==> config.mk <==
export PLATFORM = sky130hd
export DESIGN_NAME = fop_packer
export DESIGN_NICKNAME = d
export VERILOG_FILES = /design/src/design/fop_pkg.sv /design/src/design/fop_serializer.sv /design/src/design/fop_packer.sv
export SDC_FILE = /design/constraint.sdc
export NUM_CORES = 1
export LEC_CHECK = 0
export BUFFER_PORTS_ARGS = -buffer_cell sky130_fd_sc_hd__buf_4
export CORE_MARGIN = 1
export CORE_UTILIZATION = 53
export CTS_CLUSTER_DIAMETER = 60
export CTS_CLUSTER_SIZE = 10
export DETAILED_ROUTE_END_ITERATION = 10
export PLACE_DENSITY = 0.74
export RECOVER_POWER = 25
export SLEW_MARGIN = 5
export SYNTH_ARGS = -nofsm -noshare
export SYNTH_HDL_FRONTEND = slang
export SYNTH_HIERARCHICAL = 1
export SYNTH_SLANG_ARGS = --single-unit
==> constraint.sdc <==
create_clock -name clk -period 5.7 [get_ports clk]
set_input_delay 1.14 -clock clk [delete_from_list [all_inputs] [get_ports clk]]
set_output_delay 1.14 -clock clk [all_outputs]
set_load 0.03 [all_outputs]
==> src/design/fop_pkg.sv <==
// constants and types for the field octet packer
// Operation
// - field bit zero into lowest unfilled bit
// - next field bits fill next higher positions
// - full octet continues into next octet
// - fields packed in order without gaps
// - groups packed in order as subfields
// - zero-pad unused bits of last octet
// - each message starts a fresh octet
// - octets numbered sequentially from zero
// - serial out in index order, LSB first
// - LSB means unit-weight bit
package fop_pkg;
	localparam int FIELD_W = 32;
	localparam int LEN_W = 6;
	localparam int IDX_W = 16;
	localparam logic [2:0] BIT_FIRST = 3'h0;
	localparam logic [2:0] BIT_LAST = 3'h7;
	localparam logic [LEN_W-1:0] LEN_ZERO = 6'h00;
	localparam logic [LEN_W-1:0] LEN_ONE = 6'h01;
	localparam logic [IDX_W-1:0] IDX_FIRST = 16'h0000;
	localparam logic [IDX_W-1:0] IDX_ONE = 16'h0001;
	localparam logic [7:0] OCTET_ZERO = 8'h00;
	typedef enum logic [2:0] {
		FOP_IDLE = 3'b001,
		FOP_PACK = 3'b010,
		FOP_SEND = 3'b100
	} fop_state_t;
endpackage : fop_pkg

==> src/design/fop_serializer.sv <==
// octet to serial bit stream, lowest-weight bit first
module fop_serializer (
	input wire logic clk,
	input wire logic sys_rst,
	input wire logic load,
	input wire logic [7:0] octet,
	output logic busy,
	output logic ser_valid,
	output logic ser_bit
);
	logic [7:0] shreg;
	logic [2:0] cnt;
	logic next_busy;
	assign next_busy = load | (busy & (cnt != fop_pkg::BIT_LAST));
	always_ff @(posedge clk) begin
		if (sys_rst) begin
			shreg <= fop_pkg::OCTET_ZERO;
			cnt <= fop_pkg::BIT_FIRST;
			busy <= 1'b0;
			ser_valid <= 1'b0;
			ser_bit <= 1'b0;
		end else begin
			busy <= next_busy;
			ser_valid <= load | busy & (cnt != fop_pkg::BIT_LAST);
			if (load) begin
				shreg <= {1'b0, octet[7:1]};
				ser_bit <= octet[0];
				cnt <= fop_pkg::BIT_FIRST;
			end else if (busy) begin
				shreg <= {1'b0, shreg[7:1]};
				ser_bit <= shreg[0];
				cnt <= cnt + 3'h1;
			end
		end
	end
endmodule : fop_serializer

==> src/design/fop_packer.sv <==
// field octet packer top: fills octets LSB first, emits numbered octets and serial bits
module fop_packer (
	input wire logic clk,
	input wire logic sys_rst,
	input wire logic fld_valid,
	output logic fld_ready,
	input wire logic [fop_pkg::FIELD_W-1:0] fld_data,
	input wire logic [fop_pkg::LEN_W-1:0] fld_len,
	input wire logic fld_last,
	output logic oct_valid,
	output logic [7:0] oct_data,
	output logic [fop_pkg::IDX_W-1:0] oct_index,
	output logic oct_last,
	output logic ser_valid,
	output logic ser_bit
);
	fop_pkg::fop_state_t state;
	logic [fop_pkg::FIELD_W-1:0] shreg;
	logic [fop_pkg::LEN_W-1:0] remain;
	logic msg_last;
	logic [7:0] acc;
	logic [2:0] pos;
	logic [fop_pkg::IDX_W-1:0] next_idx;
	logic [7:0] send_octet;
	logic send_last;
	logic ser_busy;
	logic ser_load;

	// ----------------------------------------
	// bit placement
	// ----------------------------------------
	wire last_bit = (remain == fop_pkg::LEN_ONE);
	wire octet_full = (pos == fop_pkg::BIT_LAST);
	// current bit placed in lowest unfilled position, bits above cleared
	wire [7:0] placed = (acc & ~(8'hFF << pos)) | ({7'h00, shreg[0]} << pos);
	wire emit = (state == fop_pkg::FOP_PACK) && (octet_full || (last_bit && msg_last));
	wire take = fld_ready & fld_valid;
	wire zero_len = take & (fld_len == fop_pkg::LEN_ZERO);
	// empty last field with a partial octet still must flush
	wire flush = zero_len & fld_last & (pos != fop_pkg::BIT_FIRST);
	assign ser_load = (state == fop_pkg::FOP_SEND) & ~ser_busy;

	always_ff @(posedge clk) begin
		if (sys_rst) begin
			state <= fop_pkg::FOP_IDLE;
			fld_ready <= 1'b0;
			shreg <= '0;
			remain <= fop_pkg::LEN_ZERO;
			msg_last <= 1'b0;
			acc <= fop_pkg::OCTET_ZERO;
			pos <= fop_pkg::BIT_FIRST;
			next_idx <= fop_pkg::IDX_FIRST;
			send_octet <= fop_pkg::OCTET_ZERO;
			send_last <= 1'b0;
			oct_valid <= 1'b0;
			oct_data <= fop_pkg::OCTET_ZERO;
			oct_index <= fop_pkg::IDX_FIRST;
			oct_last <= 1'b0;
		end else begin
			oct_valid <= 1'b0;
			case (state)
				fop_pkg::FOP_IDLE: begin
					fld_ready <= 1'b1;
					if (take && fld_len != fop_pkg::LEN_ZERO) begin
						fld_ready <= 1'b0;
						shreg <= fld_data;
						remain <= fld_len;
						msg_last <= fld_last;
						state <= fop_pkg::FOP_PACK;
					end else if (flush) begin
						fld_ready <= 1'b0;
						send_octet <= acc & ~(8'hFF << pos);
						send_last <= 1'b1;
						acc <= fop_pkg::OCTET_ZERO;
						pos <= fop_pkg::BIT_FIRST;
						state <= fop_pkg::FOP_SEND;
					end else if (zero_len && fld_last) begin
						next_idx <= fop_pkg::IDX_FIRST;
					end
				end
				fop_pkg::FOP_PACK: begin
					shreg <= shreg >> 1;
					remain <= remain - fop_pkg::LEN_ONE;
					if (emit) begin
						send_octet <= placed;
						send_last <= last_bit & msg_last;
						acc <= fop_pkg::OCTET_ZERO;
						pos <= fop_pkg::BIT_FIRST;
						state <= fop_pkg::FOP_SEND;
					end else begin
						acc <= placed;
						pos <= pos + 3'h1;
						if (last_bit) begin
							state <= fop_pkg::FOP_IDLE;
						end
					end
				end
				fop_pkg::FOP_SEND: begin
					if (ser_load) begin
						oct_valid <= 1'b1;
						oct_data <= send_octet;
						oct_index <= next_idx;
						oct_last <= send_last;
						next_idx <= send_last ? fop_pkg::IDX_FIRST : next_idx + fop_pkg::IDX_ONE;
						if (remain == fop_pkg::LEN_ZERO) begin
							state <= fop_pkg::FOP_IDLE;
						end else begin
							state <= fop_pkg::FOP_PACK;
						end
					end
				end
				default: begin
					state <= fop_pkg::FOP_IDLE;
					fld_ready <= 1'b0;
				end
			endcase
		end
	end

	// ----------------------------------------
	// serial output
	// ----------------------------------------
	fop_serializer u_ser (
		.clk(clk),
		.sys_rst(sys_rst),
		.load(ser_load),
		.octet(send_octet),
		.busy(ser_busy),
		.ser_valid(ser_valid),
		.ser_bit(ser_bit)
	);

	// ----------------------------------------
	// checks
	// ----------------------------------------
	property p_first_bit_low;
		@(posedge clk) disable iff (sys_rst)
		(state == fop_pkg::FOP_IDLE && take && fld_len != fop_pkg::LEN_ZERO && pos == 3'h0)
		|=> ##1 (acc[0] == $past(fld_data[0], 2) || state == fop_pkg::FOP_SEND);
	endproperty
	a_first_bit_low: assert property (p_first_bit_low) else $error("field bit zero misplaced");

	property p_pos_step;
		@(posedge clk) disable iff (sys_rst)
		(state == fop_pkg::FOP_PACK && !emit) |=> (pos == $past(pos) + 3'h1);
	endproperty
	a_pos_step: assert property (p_pos_step) else $error("fill position did not advance");

	property p_full_emits;
		@(posedge clk) disable iff (sys_rst)
		(state == fop_pkg::FOP_PACK && octet_full) |=> (state == fop_pkg::FOP_SEND && pos == 3'h0);
	endproperty
	a_full_emits: assert property (p_full_emits) else $error("full octet not released");

	property p_no_take_busy;
		@(posedge clk) disable iff (sys_rst)
		(state != fop_pkg::FOP_IDLE) |-> !fld_ready;
	endproperty
	a_no_take_busy: assert property (p_no_take_busy) else $error("field taken out of order");

	property p_pad_zero;
		@(posedge clk) disable iff (sys_rst)
		(emit && !octet_full) |=> ((send_octet >> ($past(pos) + 3'h1)) == 8'h00);
	endproperty
	a_pad_zero: assert property (p_pad_zero) else $error("padding not zero");

	property p_fresh_msg;
		@(posedge clk) disable iff (sys_rst)
		(oct_valid && oct_last) |-> (pos == 3'h0);
	endproperty
	a_fresh_msg: assert property (p_fresh_msg) else $error("message not on fresh octet");

	property p_index_seq;
		@(posedge clk) disable iff (sys_rst)
		oct_valid |-> (next_idx == (oct_last ? fop_pkg::IDX_FIRST : oct_index + fop_pkg::IDX_ONE));
	endproperty
	a_index_seq: assert property (p_index_seq) else $error("octet index broken");

	property p_ser_lsb;
		@(posedge clk) disable iff (sys_rst)
		ser_load |=> (ser_valid && ser_bit == $past(send_octet[0]));
	endproperty
	a_ser_lsb: assert property (p_ser_lsb) else $error("serial not lsb first");

	// ----------------------------------------
	// check helpers: octet under serial send
	// ----------------------------------------
	logic [7:0] chk_octet;
	logic [2:0] chk_cnt;
	always_ff @(posedge clk) begin
		if (sys_rst) begin
			chk_octet <= fop_pkg::OCTET_ZERO;
			chk_cnt <= fop_pkg::BIT_FIRST;
		end else if (ser_load) begin
			chk_octet <= send_octet;
			chk_cnt <= fop_pkg::BIT_FIRST;
		end else if (ser_valid) begin
			chk_cnt <= chk_cnt + 3'h1;
		end
	end

	property p_shift_feed;
		@(posedge clk) disable iff (sys_rst)
		(state == fop_pkg::FOP_PACK) |=> (shreg == ($past(shreg) >> 1));
	endproperty
	a_shift_feed: assert property (p_shift_feed) else $error("field not shifted");

	property p_remain_dec;
		@(posedge clk) disable iff (sys_rst)
		(state == fop_pkg::FOP_PACK) |=> (remain == $past(remain) - fop_pkg::LEN_ONE);
	endproperty
	a_remain_dec: assert property (p_remain_dec) else $error("bit count not stepped");

	property p_oct_pulse;
		@(posedge clk) disable iff (sys_rst)
		oct_valid |=> !oct_valid;
	endproperty
	a_oct_pulse: assert property (p_oct_pulse) else $error("octet strobe too long");

	property p_ser_run;
		@(posedge clk) disable iff (sys_rst)
		ser_load |=> ser_valid [*8] ##1 !ser_valid;
	endproperty
	a_ser_run: assert property (p_ser_run) else $error("serial run not eight bits");

	property p_ser_order;
		@(posedge clk) disable iff (sys_rst)
		ser_valid |-> (ser_bit == chk_octet[chk_cnt]);
	endproperty
	a_ser_order: assert property (p_ser_order) else $error("serial bit out of order");

	property p_par_ser_same;
		@(posedge clk) disable iff (sys_rst)
		oct_valid |-> (oct_data == chk_octet);
	endproperty
	a_par_ser_same: assert property (p_par_ser_same) else $error("octet and serial differ");

	property p_last_idle;
		@(posedge clk) disable iff (sys_rst)
		(oct_valid && oct_last) |-> (state == fop_pkg::FOP_IDLE);
	endproperty
	a_last_idle: assert property (p_last_idle) else $error("message end not idle");

	property p_flush_pad;
		@(posedge clk) disable iff (sys_rst)
		flush |=> ((send_octet >> $past(pos)) == fop_pkg::OCTET_ZERO);
	endproperty
	a_flush_pad: assert property (p_flush_pad) else $error("flush padding not zero");

	property p_zero_len;
		@(posedge clk) disable iff (sys_rst)
		zero_len |=> (state != fop_pkg::FOP_PACK);
	endproperty
	a_zero_len: assert property (p_zero_len) else $error("empty field packed bits");

	property p_send_wait;
		@(posedge clk) disable iff (sys_rst)
		(state == fop_pkg::FOP_SEND && ser_busy) |=> (state == fop_pkg::FOP_SEND);
	endproperty
	a_send_wait: assert property (p_send_wait) else $error("octet released while busy");

	property p_take_loads;
		@(posedge clk) disable iff (sys_rst)
		(take && fld_len != fop_pkg::LEN_ZERO) |=> (state == fop_pkg::FOP_PACK
			&& shreg == $past(fld_data) && remain == $past(fld_len));
	endproperty
	a_take_loads: assert property (p_take_loads) else $error("field not loaded");

	property p_no_gap;
		@(posedge clk) disable iff (sys_rst)
		(state == fop_pkg::FOP_PACK && !emit && last_bit) |=> (state == fop_pkg::FOP_IDLE
			&& pos == $past(pos) + 3'h1);
	endproperty
	a_no_gap: assert property (p_no_gap) else $error("gap after field");

	property p_idle_hold;
		@(posedge clk) disable iff (sys_rst)
		(state == fop_pkg::FOP_IDLE && !take) |=> (pos == $past(pos) && acc == $past(acc));
	endproperty
	a_idle_hold: assert property (p_idle_hold) else $error("partial octet lost");

	property p_oct_hold;
		@(posedge clk) disable iff (sys_rst)
		1'b1 |=> (oct_valid || ($stable(oct_data) && $stable(oct_index)));
	endproperty
	a_oct_hold: assert property (p_oct_hold) else $error("octet outputs not held");

	property p_ready_back;
		@(posedge clk) disable iff (sys_rst)
		(state == fop_pkg::FOP_IDLE && !fld_ready) |=> fld_ready;
	endproperty
	a_ready_back: assert property (p_ready_back) else $error("ready not restored");

	property p_busy_len;
		@(posedge clk) disable iff (sys_rst)
		$rose(ser_busy) |-> ser_busy [*8] ##1 !ser_busy;
	endproperty
	a_busy_len: assert property (p_busy_len) else $error("serializer busy length");

	property p_end_marks;
		@(posedge clk) disable iff (sys_rst)
		(emit && last_bit && msg_last) |=> send_last;
	endproperty
	a_end_marks: assert property (p_end_marks) else $error("final octet not marked");

	property p_acc_clear;
		@(posedge clk) disable iff (sys_rst)
		emit |=> (acc == fop_pkg::OCTET_ZERO);
	endproperty
	a_acc_clear: assert property (p_acc_clear) else $error("next octet not cleared");
endmodule : fop_packer

After elaboration in Yosys (flattened, before gate mapping)
Cells that the tools add are included.
{"block": "op_classes", "n_addsub": 4, "n_eq_ne": 15, "n_shift": 2, "n_mux": 41, "bitwise_logic": 13, "reduce_logical": 22}
{"cell": "16-bit two-way mux", "n": 5}
{"cell": "32-bit one-hot mux with 2 select lines", "n": 1}
{"cell": "8-bit two-way mux", "n": 6}
{"cell": "32-bit two-way mux", "n": 1}
{"cell": "16-bit one-hot mux with 2 select lines", "n": 1}
{"cell": "8-bit one-hot mux with 2 select lines", "n": 2}
{"cell": "3-bit two-way mux", "n": 8}
{"cell": "16-bit by 1-bit adder with 16-bit output, second input constant", "n": 1}
{"cell": "7-bit two-way mux", "n": 2}
{"cell": "6-bit zero test", "n": 2}
{"cell": "2-bit != test, second input constant", "n": 6}
{"cell": "6-bit one-hot mux with 2 select lines", "n": 1}
{"cell": "3-bit != test, second input constant", "n": 3}
{"cell": "3-bit one-hot mux with 3 select lines", "n": 1}
{"cell": "8-bit AND", "n": 1}
{"cell": "1-bit two-way mux", "n": 8}
{"cell": "8-bit inverter", "n": 1}
{"cell": "8-bit OR", "n": 1}
{"cell": "1-bit by 3-bit << shifter with 8-bit output", "n": 1}
{"cell": "8-bit by 3-bit << shifter with 8-bit output, first input constant", "n": 1}
{"cell": "1-bit AND", "n": 7}
{"cell": "3-bit by 1-bit adder with 3-bit output, second input constant", "n": 2}
{"cell": "3-bit equality test, second input constant", "n": 2}
{"cell": "6-bit by 1-bit equality test with 1-bit output, second input constant", "n": 1}
{"cell": "20 further kinds", "n": 32}
{"block": "totals", "reg_bits": 117, "inputBits": 42, "out_inout_bits": 29, "elab_cells": 115}

Logic depth before layout (Yosys ltp)
Gate-level depths: netlist of run 1.
{"block": "depth", "word_depth": 7, "mapped_depth": 9, "depth_no_buf": 7}

Modules after synthesis
Netlist of run 1, hierarchy kept.
{"module": "fop_packer", "instances": 1, "cells_per_inst": 574, "area_each_um2": 4690.7, "seq_area_each_um2": 2082.0}
{"module": "fop_serializer", "instances": 1, "cells_per_inst": 51, "area_each_um2": 535.5, "seq_area_each_um2": 240.2}

Worst setup path after synthesis of run 1
Ideal clock, no wire load.
{"block": "synth_timing", "path_type": "input port to flip-flop", "from": "input fld_len[2] (netlist bit)", "to": "register next_idx[12] (netlist bit)", "setup_time_ps": 120, "arrival_ps": 2530, "required_ps": 5580, "path_slack_ps": 3050, "stages": 5, "path_buffers": 0, "cell_sequence": "or4_4 nor4_4 o21ai_2 and2_1 a211o_1"}
{"block": "synth_between", "elab_chain_len": 6, "elab_cells_between_ends": 11, "cone_classes": "3 x eq/ne; 3 x bitwise; 5 x reduce/logical"}
{"item": "start, declared", "line_no": "fop_packer.sv:8", "text": "input wire logic [fop_pkg::LEN_W-1:0] fld_len,"}
{"item": "6-bit zero test", "line_no": "fop_packer.sv:38", "text": "wire zero_len = take & (fld_len == fop_pkg::LEN_ZERO);"}
{"item": "1-bit AND", "line_no": "fop_packer.sv:38"}
{"item": "1-bit AND (2 in a row)", "line_no": "fop_packer.sv:40", "text": "wire flush = zero_len & fld_last & (pos != fop_pkg::BIT_FIRST);"}
{"item": "2-bit != test (no source line)"}
{"item": "5-bit AND reduction (no source line) (*)"}
{"item": "end signal, assigned", "line_no": "fop_packer.sv:52", "text": "next_idx <= fop_pkg::IDX_FIRST;"}
{"item": "end signal, assigned", "line_no": "fop_packer.sv:78", "text": "next_idx <= fop_pkg::IDX_FIRST;"}
{"item": "end signal, assigned", "line_no": "fop_packer.sv:104", "text": "next_idx <= send_last ? fop_pkg::IDX_FIRST : next_idx + fop_pkg::IDX_ONE;"}
{"item": "end, declared", "line_no": "fop_packer.sv:23", "text": "logic [fop_pkg::IDX_W-1:0] next_idx;"}
Every way passes the cells marked *; elsewhere a longest branch is shown, timed or not.
A chain may end at the register's enable or synchronous reset.

Final worst setup path of run 1
{"block": "layout_timing", "from": "input fld_len[0] (netlist bit)", "to": "register remain[2] (netlist bit)"}
{"block": "layout_between", "elab_chain_len": 4}
{"item": "6-bit nonzero test", "line_no": "fop_packer.sv:64", "text": "if (take && fld_len != fop_pkg::LEN_ZERO) begin"}
{"item": "1-bit logical AND", "line_no": "fop_packer.sv:64"}
{"item": "2-bit != test (no source line)"}
{"item": "2-bit AND reduction (no source line)"}
{"item": "end signal, assigned", "line_no": "fop_packer.sv:48", "text": "remain <= fop_pkg::LEN_ZERO;"}
{"item": "end signal, assigned", "line_no": "fop_packer.sv:67", "text": "remain <= fld_len;"}
{"item": "end signal, assigned", "line_no": "fop_packer.sv:83", "text": "remain <= remain - fop_pkg::LEN_ONE;"}
{"item": "end, declared", "line_no": "fop_packer.sv:19", "text": "logic [fop_pkg::LEN_W-1:0] remain;"}
No other way between the ends.

==> results of run 1 <==
==> Yosys cell counts (all sizes together), types with 11 or more instances <==
| master | count | share of area [%] |
|---|---|---|
| buf | 17 | 2.2 |
| nor3 | 24 | 2.3 |
| nand2 | 100 | 7.2 |
| dfxtp | 116 | 44 |
| nor2 | 42 | 3.0 |
| mux2i | 11 | 2.1 |
| a211oi | 13 | 2.1 |
| clkbuf | 28 | 2.0 |
| a22oi | 25 | 3.6 |
| nand3 | 13 | 1.2 |
| a21oi | 80 | 7.7 |
| o21ai | 29 | 2.8 |
==> worst register-to-register path, delay by kind of cell (launching register included) <==
| family | cells | cell delay, ps |
|---|---|---|
| AO/OA/AOI/OAI | 1 | 140 |
| AND/OR/NAND/NOR | 4 | 1980 |
| flip-flops | 1 | 460 |
| buffers and inverters | 1 | 640 |
==> stage by stage <==
stage	power, mW	instances
finish	2.61	815
CTS	2.63	815
global route	2.74	815
global placement	1.54	783
detailed placement	1.56	783
floorplan	1.43	625
==> worst max-delay path by stage <==
stage,from,to
after global placement,fld_len[0],remain[2]$_SDFFE_PP0P_
after CTS,fld_len[0],remain[2]$_SDFFE_PP0P_
final,fld_len[0],remain[2]$_SDFFE_PP0P_
after global routing,fld_len[0],remain[4]$_SDFFE_PP0P_
after detailed placement,fld_len[0],remain[2]$_SDFFE_PP0P_
after floorplan,fld_len[2],next_idx[12]$_SDFFE_PP0P_
==> logic make-up after synthesis <==
| group | count (synthesis) |
|---|---|
| simple gates | 238 |
| flops | 116 |
| mux | 11 |
| buf+inv | 54 |
| fa+ha+maj | 9 |
| xor+xnor | 2 |
| compound gates | 195 |
==> power breakdown <==
part	switching [mW]	internal (mW)
sequential	0.0797	0.903
clock	0.393	0.681
combinational	0.362	0.192
total	0.834	1.78
==> flip-flops by register name (all words and copies together), names as in the netlist, 3 cells and up <==
| signal | flops |
|---|---|
| remain | 6 |
| next_idx | 16 |
| acc | 7 |
| send_octet | 8 |
| u_ser/shreg | 7 |
| u_ser/cnt | 3 |
| state | 3 |
| shreg | 32 |
| oct_data | 8 |
| oct_index | 16 |
| pos | 3 |
==> per-layer routing <==
metal	up-vias	GRT usage (%)	share of wire [%]
met5	-	0	0
met4	0	8.14	0.89
met3	15	6.49	4.5
met2	122	41.5	49
met1	2278	31.6	46
li1	2359	-	-
==> cell type report <==
cell class	count	share of cell area [%]
Inverter	9	0.545
Clock inverter	14	2.85
Multi-Input combinational cell	455	42.4
Sequential cell	116	37.5
Tap cell	129	2.61
Timing Repair Buffer	74	7.21
Clock buffer	18	6.91
==> qor.yml, run 1 <==
run_status:
  status: "complete, but fails checks"
  violations: "max-capacitance violations, max-slew violations"
clock_network:
  cts-resized-gates: 0
  clock_sinks: 116
  cts_made_buffers: 17
  clk_latency_ps: 510
  htreeDepth: 4
  post_cts_buffers: 0
  hold_buffers: 0
  root_buffer: "clkbuf_8"
  cts_tree: "yes"
  clk_path_buf_depth: 2
  clk_pin_slew_ps: 60
drt:
  avgRoutedWirePerCell_um: 15.0
  drt_iter0_drc: 313
  finalWirelength_um: 12200
  drc: 0
  via_per_inst: 5.86
  vias: 4774
  first_pass_iters: 5
  final_antenna_net_count: 0
worst_setup_path:
  slowest_delay_ps: 1000
  cp.depth: 7
  cp_top_family: "simple AND/OR/NAND/NOR gates"
  crit_buf_inv: 2
  critPathMaxFanout: 29
  slowest_stage: "nor2_2"
  cp_cell_sequence: "buf_4, nor4_1, a211oi_1, clkbuf_1, nor2_2, nor2_1, o221a_2"
  rrSetupSlack_ps: 2400
  rr_worst_depth: 6
  r2r-end: "u_ser/shreg[6]$_SDFFE_PP0P_"
  r2r-start: "state[1]$_SDFFE_PP0P_"
  crit_type: "in2reg"
  crit_required_ps: 6110
  critPathLaunchType: "input pin"
  arrival_ps: 3960
  end_kind: "flip-flop"
placed_design:
  place_area_mm2: 0.00574
  pre_cts_ws_ps: 2350
  gp_congestion: 0.896
  dp_hpwl_um: 7750
  io_buffer_count: 70
floorplan:
  core_mm2: 0.00942
  chipHeight_um: 101
  io_pins: 71
  start_util_pct: 55.5
  num_rows: 35
  die-area_mm2: 0.0103
  die_w_um: 101
finish:
  final_cell_mix: "dfxtp_1, nand2_1, a21oi_1, buf_4, nor2_1"
  multiInputGateArea_mm2: 0.00263
  fillers: 841
  antennaDiodeCount: 0
  postLayoutCoreUtil_pct: 65.8
  regArea_mm2: 0.00232
  mostFrequentLayoutCell: "dfxtp_1"
  area_growth_pct: 18.5
  fin_area_mm2: 0.00619
  layout.nets: 724
  drive_above_1_share_pct: 13.6
power_and_ir_drop:
  leakage_nw: 2.16
  power_density_mw_per_mm2: 421
  vdd_ir_drop_max_v: 0.000212
yosys:
  synth_adder_area_share_pct: 2.15
  synth_simple_gate_area_share_pct: 22.3
  synth_top_family_by_area: "compound AO/OA/AOI/OAI gates"
  ys_types: 63
  syn_area_per_cell_um2: 8.36
  synth_xor_xnor_area_share_pct: 0.335
  synthMuxAreaShare_pct: 2.11
  ys_seq_area_share_pct: 44.4
  synthCells: 625
  async_flop_share_pct: 0
  synth_compound_area_share_pct: 23.8
  synth_edf_count: 0
  syn_area_mm2: 0.00523
  synth_nets: 676
  ys_warn_count: 6
  synth_seq_cells: 116
  synthFlopType: "dfxtp_1"
hold_path:
  hp-start: "oct_data[3]$_SDFFE_PP0P_"
  hold-path-endpoint: "oct_data[3]$_SDFFE_PP0P_"
  hold-path-cell-count: 2
  hold_path_class: "reg2reg"
timing:
  fin_crit_ps: 3560
  slew_violations: 44
  hold_viol_final: 0
  whs_ps: 454
  setup-tns-final_ps: 0
  fmax_ghz: 0.281
  slew_headroom_pct: -4.97
  finalClockSkew_ps: 7.89
  period_share_pct: 62.4
  setup_ws_ps: 2140
  tightest_slew_ps: 1560
  rsz0062_at_grt: "false"
  setup_viol: 0
global_route:
  grt_overflow: 0
  grt_pass1_vias: 4357
  antenna_found_initial: 0
  grt_first_pass_wirelength_um: 20300
  track_usage_pct: 24.9
  grt_max_degree: 63
flow_run:
  drv_cap: 2
Note: power is estimated with default switching activity, not from simulation.
==> run 2: changes to the inputs <==
Settings changed: ABC_AREA set to 1.
Clock period 5.7 ns to 3.6 ns, I/O delays scaled along.
==> run 2 against run 1 <==
- the run now ends clean
- clock-buffer cell count up 5
- global-route usage grew 0.94 points
- register-to-register slack worse by 1300 ps
- die area rose by 4.3%
- sequential power is 38% higher
- non-clock buffer count grew 1
- via count grew 7.6%
- clock skew is 1.8 ps lower
- sequential share of layout area shrank 1.5 points
- synthesized area is 4.4% higher
- clock power is 39% higher
- largest power group unchanged
==> qor.yml, run 2 <==
clock_network:
  clk_pin_slew_ps: 50  # about the same
  cts_made_buffers: 17  # unchanged
  cts_tree: "yes"
  clk_path_buf_depth: 2  # unchanged
  clk_latency_ps: 510  # about the same
  root_buffer: "clkbuf_8"
  cts-resized-gates: 0  # unchanged
  post_cts_buffers: 0  # unchanged
  clock_sinks: 116  # unchanged
  htreeDepth: 4  # unchanged
  hold_buffers: 0  # unchanged
drt:
  vias: 5138  # +7.6%
  via_per_inst: 5.30  # -9.5%
  drt_iter0_drc: 203  # -35%
  avgRoutedWirePerCell_um: 13.3  # -11%
  first_pass_iters: 5  # unchanged
  finalWirelength_um: 12900  # +5.5%
  final_antenna_net_count: 0  # unchanged
  drc: 0  # unchanged
global_route:
  grt_overflow: 0  # unchanged
  grt_first_pass_wirelength_um: 21300  # +5.0%
  antenna_found_initial: 0  # unchanged
  grt_pass1_vias: 4846  # +11%
  track_usage_pct: 25.9  # +0.94 points
  grt_max_degree: 55  # -13%
finish:
  mostFrequentLayoutCell: "nand2_1"
  multiInputGateArea_mm2: 0.00268  # +2.1%
  largest_reg_flops: 32  # unchanged
  final_cell_mix: "nand2_1, nor2_1, dfxtp_1, buf_4, inv_1"
  area_growth_pct: 18.2
  regArea_mm2: 0.00232  # unchanged
  largestRegisters: "shreg: 32 flops, next_idx: 16 flops, oct_index: 16 flops"
  antennaDiodeCount: 0  # unchanged
  fillers: 860  # +2.3%
  drive_above_1_share_pct: 16.1  # +2.6 points
  regMostFlops: "shreg"
  layout.nets: 877  # +21%
yosys:
  synth.area.top_cells: "dfxtp_1, nand2_1, nor2_1"
  async_flop_share_pct: 0  # unchanged
  ys_warn_count: 6  # unchanged
  synth_top_area_share_pct: 42.6  # -1.9 points
  synth_seq_cells: 116  # unchanged
  syn_area_mm2: 0.00546  # +4.4%
  synth_common_cells: "nand2_1, nor2_1, dfxtp_1"
  yosys.area.top_type: "dfxtp_1"
  ys_seq_area_share_pct: 42.6  # -1.9 points
  ys_types: 40  # -37%
  syn_area_per_cell_um2: 7.13  # -15%
  synth.most_common_cell: "nand2_1"
  synth_nets: 816  # +21%
  synth_edf_count: 0  # unchanged
  synthFlopType: "dfxtp_1"
  synthCells: 765  # +22%
flow_run:
  drv_cap: 0  # -2
worst_setup_path:
  rr_worst_depth: 9  # +3
  critPathLaunchType: "flip-flop"
  crit_type: "reg2reg"
  end_kind: "flip-flop"
  arrival_ps: 2880  # -1080 ps
  crit_required_ps: 4000  # -2110 ps
  critPathMaxFanout: 33  # +14%
timing:
  period_share_pct: 69.0
  setup-tns-final_ps: 0  # unchanged
  setup_viol: 0  # unchanged
  tightest_slew_ps: 1010  # -544 ps
  slew_violations: 0  # -100%
  rsz0062_at_grt: "false"
  hold_viol_final: 0  # unchanged
  slew_headroom_pct: 32.3  # +37 points
  finalClockSkew_ps: 6.11  # -1.78 ps
  fmax_ghz: 0.402
  fin_crit_ps: 2490
hold_path:
  hold_path_class: "reg2reg"
  hold-path-cell-count: 2  # unchanged
floorplan:
  core_mm2: 0.00986  # +4.8%
  num_rows: 36  # +2.9%
  die-area_mm2: 0.0107  # +4.3%
  die_w_um: 103  # +2.1%
  io_pins: 71  # unchanged
  chipHeight_um: 103  # +2.1%
  start_util_pct: 55.3  # -0.19 points
placed_design:
  io_buffer_count: 70  # unchanged
  dp_hpwl_um: 8630  # +11%
  gp_congestion: 0.907  # +1.2%
run_status:
  status: "finished clean"
power_and_ir_drop:
  power_density_mw_per_mm2: 483  # +15%
  vdd_ir_drop_max_v: 0.000356  # +68%
  total_power_mw: 3.12  # +19%
  leakage_nw: 2.66  # +23%
==> run 2: kinds of logic (layout without fill, tap and decap cells) <==
family / count (synthesis) / in the layout / synth area share, %
buffers and inverters: 89 / 160 / 7.43
DFF: 116 / 116 / 42.6
and+or+nand+nor: 413 / 413 / 32.8
AOI/OAI and AO/OA: 135 / 135 / 14.7
xor gates and xnor gates: 3 / 3 / 0.482
adders and majority gates: 9 / 9 / 2.06
==> run 2: power by group <==
group	internal, mW	total [mW]	leakage, nW	switching [mW]
logic	0.0993	0.264	1.46	0.164
registers	1.33	1.36	0.939	0.0336
clock network	0.950	1.49	0.263	0.539
total	2.38	3.12	2.66	0.737
==> run 2: metal layers <==
metal | GRT usage [%] | up-vias | wire (µm)
met3 | 7.26 | 10 | 442
met5 | 0 | - | 0
met1 | 30.5 | 2401 | 5850
met2 | 44.8 | 103 | 6410
li1 | - | 2624 | -
met4 | 9.64 | 0 | 165
==> run 2: path summary, 6_finish.rpt <==
check                                       startpoint                         end  slack, ps
worst min-delay path            shreg[31]$_SDFFE_PP0P_      shreg[31]$_SDFFE_PP0P_        470
worst max register to register   state[0]$_SDFFE_PP1P_  send_octet[7]$_SDFFE_PP0P_       1110
worst max-delay path             state[0]$_SDFFE_PP1P_  send_octet[7]$_SDFFE_PP0P_       1110
worst min register to register  shreg[31]$_SDFFE_PP0P_      shreg[31]$_SDFFE_PP0P_        470
==> run 2: stage by stage <==
step,instances,worst slack (ps),utilization (%),cell area [µm²],hold WS [ps]
detailed placement,940,1300,60.8,6000,455
finish,969,1110,65.4,6450,465
floorplan,765,1830,-,5460,437
global placement,940,1390,60.8,6000,449
CTS,969,1320,66.1,6520,455
global route,969,860,65.4,6450,470
==> run 2: layout make-up <==
| type | instances | share of cell area (%) |
|---|---|---|
| sequential | 116 | 36.0 |
| tap | 133 | 2.58 |
| multi-input combinational | 560 | 41.6 |
| clock inverter | 6 | 0.854 |
| inverter | 56 | 3.28 |
| clock buffer | 23 | 7.24 |
| timing repair buffer | 75 | 8.44 |
==> run 2: worst max-delay path: stages (launching register included) <==
cell	delay (ps)
dfxtp_1	330
inv_1	80
nand3_1	60
buf_4	210
inv_1	760
nand3_2	360
nand2_2	260
inv_2	110
nor2_1	130
nor2_1	60
